===== config.mk =====
export PLATFORM = sky130hd
export DESIGN_NAME = voltage_detector_top
export DESIGN_NICKNAME = d
export VERILOG_FILES = /design/src/voltage_detector_pkg.sv /design/src/voltage_detector_top.sv /design/src/voltage_detector_settle.sv
export SDC_FILE = /design/constraint.sdc
export NUM_CORES = 1
export LEC_CHECK = 0
export ABC_AREA = 1
export CAP_MARGIN = 20
export CORE_ASPECT_RATIO = 1.4
export CORE_MARGIN = 2
export CORE_UTILIZATION = 51
export DETAILED_ROUTE_END_ITERATION = 7
export DONT_BUFFER_PORTS = 1
export GPL_ROUTABILITY_DRIVEN = 0
export PLACE_DENSITY = 0.67
export RECOVER_POWER = 100
export SLEW_MARGIN = 10
export SYNTH_ARGS = -nofsm -noshare
export SYNTH_HDL_FRONTEND = slang
export SYNTH_SLANG_ARGS = --single-unit

===== constraint.sdc =====
create_clock -name ref_clk -period 1.7 [get_ports ref_clk]
set_input_delay 0.17 -clock ref_clk [delete_from_list [all_inputs] [get_ports ref_clk]]
set_output_delay 0.17 -clock ref_clk [all_outputs]
set_load 0.01 [all_outputs]

===== src/voltage_detector_pkg.sv =====
/*
  Package for the voltage detector control block: register map, field positions,
  reset values and settling count.
  Assumes a 50 MHz ref_clk and an 8-bit register port.
*/
package voltage_detector_pkg;
  localparam int unsigned CLK_HZ = 50000000;
  localparam int unsigned ADDR_W = 2;
  // Register indices on the plain register port
  localparam logic [1:0] ADDR_CONTROL = 2'h0;
  localparam logic [1:0] ADDR_FLAGS = 2'h1;
  localparam logic [1:0] ADDR_ENABLES = 2'h2;
  localparam logic [1:0] ADDR_IRQ_CTRL = 2'h3;
  // Control register fields
  localparam int unsigned BIT_DIR = 7;
  localparam int unsigned BIT_BANDGAP = 6;
  localparam int unsigned BIT_REF_STABLE = 5;
  localparam int unsigned BIT_ENABLE = 4;
  localparam int unsigned LVL_MSB = 3;
  localparam logic [3:0] LEVEL_EXTERNAL = 4'hf;
  localparam logic [3:0] LEVEL_MIN = 4'h4;
  localparam logic [3:0] LEVEL_MAX = 4'he;
  // Flag and enable register field, global enable field
  localparam int unsigned BIT_DETECT = 2;
  localparam int unsigned BIT_GLOBAL = 7;
  localparam logic [7:0] CONTROL_RESET = 8'h00;
  localparam logic [7:0] WRITE_MASK_CONTROL = 8'h9f;
  // Settling time of the reference after enable, in ns
  localparam int unsigned SETTLE_NS = 25000;
  localparam int unsigned SETTLE_CYCLES = (SETTLE_NS * (CLK_HZ / 1000000) + 999) / 1000;
  localparam int unsigned CNT_W = 16;
  // Detector sequencing states
  typedef enum logic [1:0] {DET_OFF, DET_SETTLE, DET_ARMED} voltage_detector_state_t;
endpackage


===== src/voltage_detector_top.sv =====
/*
  Digital control of the supply voltage detector: control register, settling,
  trip qualification, sticky detect flag, interrupt and wake request.
  Assumes a comparator outside that reports supply below trip point as a level
  synchronous to ref_clk, and a bandgap-ready level likewise synchronous.
*/
`timescale 1ns/1ps
module voltage_detector_top (
  // Clock and reset
  input wire logic ref_clk,
  input wire logic sys_rst,
  // Register port
  input wire logic [voltage_detector_pkg::ADDR_W-1:0] reg_addr,
  input wire logic [7:0] reg_wdata,
  input wire logic reg_wr,
  input wire logic reg_rd,
  output logic [7:0] reg_rdata,
  // Analog front end
  input wire logic cmp_below,
  input wire logic bandgap_ready,
  output logic analog_power,
  output logic [3:0] tap_select,
  output logic external_trip_input_sel,
  // System
  input wire logic sleep_mode,
  output logic wake_request,
  output logic irq
);
  import voltage_detector_pkg::*;

  logic [7:0] control;
  logic [7:0] next_control;
  logic detect_event_flag;
  logic next_detect_event_flag;
  logic detect_event_irq_enable;
  logic next_detect_event_irq_enable;
  logic global_irq_enable;
  logic next_global_irq_enable;
  logic [7:0] next_rdata;
  logic settled;
  logic trip_hit;
  logic trip_prev;
  logic next_trip_prev;
  logic trip_edge;
  logic enable;
  logic [3:0] level;
  voltage_detector_state_t state;
  voltage_detector_state_t next_state;

  assign enable = control[BIT_ENABLE];
  assign level = control[LVL_MSB:0];

  voltage_detector_settle #(
    .CYCLES(SETTLE_CYCLES)
  ) u_settle (
    .ref_clk(ref_clk),
    .sys_rst(sys_rst),
    .start(enable),
    .done(settled)
  );

  // Analog steering
  assign analog_power = enable;
  assign tap_select = level;
  assign external_trip_input_sel = enable && (level == LEVEL_EXTERNAL);

  // Direction decides which comparator level counts as a trip
  assign trip_hit = control[BIT_DIR] ? !cmp_below : cmp_below;
  // Edge so a standing condition after a clear does not re-raise every cycle
  assign trip_edge = trip_hit && !trip_prev;

  always_comb begin
    next_state = state;
    case (state)
      DET_OFF: begin
        if (enable) begin
          next_state = DET_SETTLE;
        end
      end
      DET_SETTLE: begin
        if (!enable) begin
          next_state = DET_OFF;
        end else if (settled) begin
          next_state = DET_ARMED;
        end
      end
      DET_ARMED: begin
        if (!enable) begin
          next_state = DET_OFF;
        end
      end
      default: begin
        next_state = DET_OFF;
      end
    endcase
  end

  always_comb begin
    next_control = control;
    next_detect_event_flag = detect_event_flag;
    next_detect_event_irq_enable = detect_event_irq_enable;
    next_global_irq_enable = global_irq_enable;
    next_trip_prev = (state == DET_ARMED) ? trip_hit : 1'b0;
    if (reg_wr) begin
      case (reg_addr)
        ADDR_CONTROL: begin
          next_control = reg_wdata & WRITE_MASK_CONTROL;
        end
        ADDR_FLAGS: begin
          // Write one to clear
          if (reg_wdata[BIT_DETECT]) begin
            next_detect_event_flag = 1'b0;
          end
        end
        ADDR_ENABLES: begin
          next_detect_event_irq_enable = reg_wdata[BIT_DETECT];
        end
        ADDR_IRQ_CTRL: begin
          next_global_irq_enable = reg_wdata[BIT_GLOBAL];
        end
        default: begin
        end
      endcase
    end
    // Set wins over a same-cycle clear; sleep does not stop detection
    if (state == DET_ARMED && trip_edge) begin
      next_detect_event_flag = 1'b1;
    end
  end

  always_comb begin
    next_rdata = 8'h00;
    if (reg_rd) begin
      case (reg_addr)
        ADDR_CONTROL: begin
          next_rdata = control & WRITE_MASK_CONTROL;
          next_rdata[BIT_BANDGAP] = bandgap_ready;
          next_rdata[BIT_REF_STABLE] = (state == DET_ARMED);
        end
        ADDR_FLAGS: begin
          next_rdata[BIT_DETECT] = detect_event_flag;
        end
        ADDR_ENABLES: begin
          next_rdata[BIT_DETECT] = detect_event_irq_enable;
        end
        ADDR_IRQ_CTRL: begin
          next_rdata[BIT_GLOBAL] = global_irq_enable;
        end
        default: begin
          next_rdata = 8'h00;
        end
      endcase
    end
  end

  always_ff @(posedge ref_clk) begin
    if (sys_rst) begin
      control <= CONTROL_RESET;
      detect_event_flag <= 1'b0;
      detect_event_irq_enable <= 1'b0;
      global_irq_enable <= 1'b0;
      trip_prev <= 1'b0;
      state <= DET_OFF;
      reg_rdata <= 8'h00;
    end else begin
      control <= next_control;
      detect_event_flag <= next_detect_event_flag;
      detect_event_irq_enable <= next_detect_event_irq_enable;
      global_irq_enable <= next_global_irq_enable;
      trip_prev <= next_trip_prev;
      state <= next_state;
      reg_rdata <= next_rdata;
    end
  end

  // Wake needs only the peripheral enable; vectoring needs the global one too
  assign wake_request = sleep_mode && detect_event_flag && detect_event_irq_enable;
  assign irq = detect_event_flag && detect_event_irq_enable && global_irq_enable;
endmodule


===== src/voltage_detector_settle.sv =====
/*
  Settling timer: counts a fixed interval after start, raises done.
  Assumes start held high while the detector is enabled.
*/
`timescale 1ns/1ps
module voltage_detector_settle #(
  parameter int unsigned CYCLES = voltage_detector_pkg::SETTLE_CYCLES
) (
  // Clock and reset
  input wire logic ref_clk,
  input wire logic sys_rst,
  // Control
  input wire logic start,
  output logic done
);
  import voltage_detector_pkg::*;
  logic [CNT_W-1:0] count;
  logic [CNT_W-1:0] next_count;
  logic next_done;
  localparam logic [CNT_W-1:0] LAST = CNT_W'(CYCLES - 1);

  always_comb begin
    next_count = count;
    next_done = done;
    if (!start) begin
      next_count = '0;
      next_done = 1'b0;
    end else if (!done) begin
      // Fixed in time, not tied to any software clock setting
      if (count == LAST) begin
        next_done = 1'b1;
      end else begin
        next_count = count + CNT_W'(1);
      end
    end
  end

  always_ff @(posedge ref_clk) begin
    if (sys_rst) begin
      count <= '0;
      done <= 1'b0;
    end else begin
      count <= next_count;
      done <= next_done;
    end
  end
endmodule


==> reports/summary.txt <==
Status - complete, no violations
GRT Residual Overflow - 0
Mapped Area - 1850 µm²
Starting Density - 53.9%
# diodes - 0
Seq cells post-synth - 37
WHS Endpoint - global_irq_enable$_SDFFE_PP0P_
# hold bufs at CTS - 2
Ys async rst share - 0%
Final Max Slew Viols - 0
Chip height - 75.3 µm
Critical Path Start Type - register
Row count - 25
Setup Skew - 6.45 ps
Final Hold Viols - 0
Top cells by count, synth - 57 x nand2_1, 43 x nor2_1, 37 x dfxtp_1
Number of flops mapped to enable cells by yosys - 0
I/O pin count - 33
Post-detail-place hpwl - 2710 µm
Port-buffer cells - 0
Avg Synthesized Cell Area - 7.22 µm²
Crit Path Max Fanout - 8
Ys Warns - 0
Worst flop-to-flop path startpoint - u_settle.count[0]$_SDFFE_PP0P_
CTS H-Tree Depth - 2
Synth top area share - 39.9%
TritonCTS clock tree - yes
Slowest cell delay on critical path - 400 ps
CP max-delay cell - dfxtp_1
Comb pwr share - 3.1%
Cell depth of the worst hold path - 2
Leading area contributor after synthesis - dfxtp_1
Max-Cap Viols - 0
Tcrit/Tclk final - 88.8%
Switching pwr - 0.366 mW
Mapped Cells - 257
RR Endpoint - u_settle.count[14]$_SDFFE_PP0P_
Die X - 55.0 µm
Area occupied by multi-input gates - 935 µm²
Syn nets - 281
Crit. End Element - register
Final setup viols - 0
Initial antenna violation count - 0
Hold path start - reg_wr
Peak VDD IR - 0.761 mV
Lkg Pwr - 0.793 nW
Clock buffer count from CTS - 5
CP Data Arrival Time - 1670 ps
Sequential power share - 48.2%
Share of the yosys chip area belonging to registers - 39.9%
Top_reg_cell synth - dfxtp_1
Worst reg2reg setup slack - 190 ps
Pre-antenna DRT Iters - 4
Achievable clock frequency - 662 MHz
Clk_lat worst skew - 290 ps
Worst setup path category - reg2reg
Crit-path cells - ha_1 > nand2_1 > inv_1 > nand2_1 > nor2_1 > a21oi_2 > clkbuf_2 > nand2_1 > a21oi_2
Share of cells above drive strength 1 - 11.0%
Cell Int Power - 1.48 mW
Detailed-route wire length - 3610 µm
Worst Hold Class - in2reg
Vias per cell - 5.03
PwrDens - 910 nW/µm²
Worst path most repeated cell - nand2_1
Vias - 1529
Initial DRC count - 42
Core Area - 3440 µm²
Synth area leaders - dfxtp_1 40%, nand2_1 12%, nor2_1 8.7%, inv_1 6.5%, ha_1 4.7%
Die area - 4140 µm²
Min cycle time layout - 1510 ps
Hold Slack - 37.5 ps
Largest net degree at the start of global routing - 15
Antenna violation net count after detailed routing - 0
Area Overhead vs Synth - 9.72%
Worst EP required - 1860 ps
Worst reg2reg path depth - 9
Vias in the first global route - 1473
Clock power frac - 48.6%
Post-synth cell types - 27
Root buffer cell - clkbuf_8
Clock buffer depth - 2
Most common cell in the synthesized netlist - nand2_1
Sw frac - 19.8%
Total negative slack - 0 ps
First-pass GRT wire length - 6020 µm
Post-CTS repair timing setup buffer count - 0
DRC viols - 0
Fin nets - 287
Aggregate global-route resource usage - 20.2%
Routed wire per std cell - 11.9 µm
FF/Latch Area - 741 µm²
Slew headroom - 63.1%
Fillers - 345
TritonCTS Sinks - 37
Cts repair resizes - 0
Worst slew pin tran - 552 ps
Unrepaired setup endpoints after global routing - false
CTS clock-pin slew for the worst setup and hold paths - 70 ps
==> registers in the layout (all words and copies together) (netlist names) <==
register	count
state	2
detect_event_irq_enable	1
global_irq_enable	1
u_settle.count	16
u_settle.done	1
trip_prev	1
control	6
detect_event_flag	1
reg_rdata	8
==> logic make-up (layout without fill, tap and decap cells) <==
kind of cell / count (synthesis) / in the layout / share of synthesized area, %
xor gates and xnor gates: 8 / 8 / 3.78
and+or+nand+nor: 131 / 131 / 30.4
buffers and inverters: 41 / 48 / 9.38
AOI/OAI and AO/OA: 33 / 33 / 11.7
adders and majority gates: 7 / 7 / 4.72
DFF: 37 / 37 / 39.9
==> routing by layer <==
layer  routed length, µm  global-route usage (%)  vias up
met2                1940                    37.2       25
met3                 149                    6.08        6
met1                1440                    20.1      690
met5                   0                       0        -
li1                    -                       -      808
met4                  70                    8.94        0
==> through the flow <==
stage / util [%] / worst slack (ps) / instances / power (mW) / instance area (µm²)
3_5_place_dp: 54.9 / 258 / 294 / 0.968 / 1890
6_report: 59.1 / 191 / 304 / 1.85 / 2030
4_1_cts: 59.3 / 228 / 304 / 1.87 / 2040
2_1_floorplan: - / 367 / 257 / 0.960 / 1850
3_3_place_gp: 54.9 / 256 / 294 / 0.966 / 1890
5_1_grt: 59.1 / 48.2 / 304 / 1.91 / 2030
==> worst max-delay path: cells and delay by family (launching register included) <==
family | cells | cell delay (ps)
fa+ha+maj | 1 | 170
compound gates | 2 | 150
buf+inv | 2 | 240
flops | 1 | 400
simple gates | 4 | 420
==> cell type report <==
cell class                      count  share of cell area, %
Clock buffer                        5                   3.38
Tap cell                           40                   2.46
Timing Repair Buffer                6                   2.34
Clock inverter                      3                   3.20
Multi-Input combinational cell    179                   45.9
Inverter                           34                   6.27
Sequential cell                    37                   36.4
==> cell usage in the layout (no fill, tap or decap), drive strengths merged <==
cell type,instances
nand2,60
nor2,49
dfxtp,37
inv,33
a21oi,18
nand3,14
o21ai,9
ha,7
clkbuf,6
xor2,5
nand4,5
xnor2,3
o21bai,3
buf,3
nor3,2
bufinv,2
dlygate4sd3,2
clkinv,2
a311o,1
a211oi,1
o41ai,1
and2,1
==> how the worst max path moves through the flow <==
stage | from | end | slack, ps | depth (start not counted)
2_1_floorplan | u_settle.count[1]$_SDFFE_PP0P_ | u_settle.count[7]$_SDFFE_PP0P_ | 370 | 10
3_3_place_gp | u_settle.count[0]$_SDFFE_PP0P_ | u_settle.count[12]$_SDFFE_PP0P_ | 260 | 8
3_5_place_dp | u_settle.count[0]$_SDFFE_PP0P_ | u_settle.count[12]$_SDFFE_PP0P_ | 260 | 8
4_1_cts | u_settle.count[0]$_SDFFE_PP0P_ | u_settle.count[12]$_SDFFE_PP0P_ | 230 | 8
5_1_grt | u_settle.count[0]$_SDFFE_PP0P_ | u_settle.count[5]$_SDFFE_PP0P_ | 50 | 9
6_report | u_settle.count[0]$_SDFFE_PP0P_ | u_settle.count[14]$_SDFFE_PP0P_ | 190 | 9
==> power groups by stage <==
stage | logic (mW) | registers, mW | clock network (mW)
final | 0.0579 | 0.893 | 0.900
after global routing | 0.0679 | 0.894 | 0.945
after CTS | 0.0590 | 0.893 | 0.914
after detailed placement | 0.0549 | 0.913 | 0
after global placement | 0.0535 | 0.913 | 0
after floorplan | 0.0526 | 0.907 | 0
Note: power is estimated with default switching activity, not from simulation.
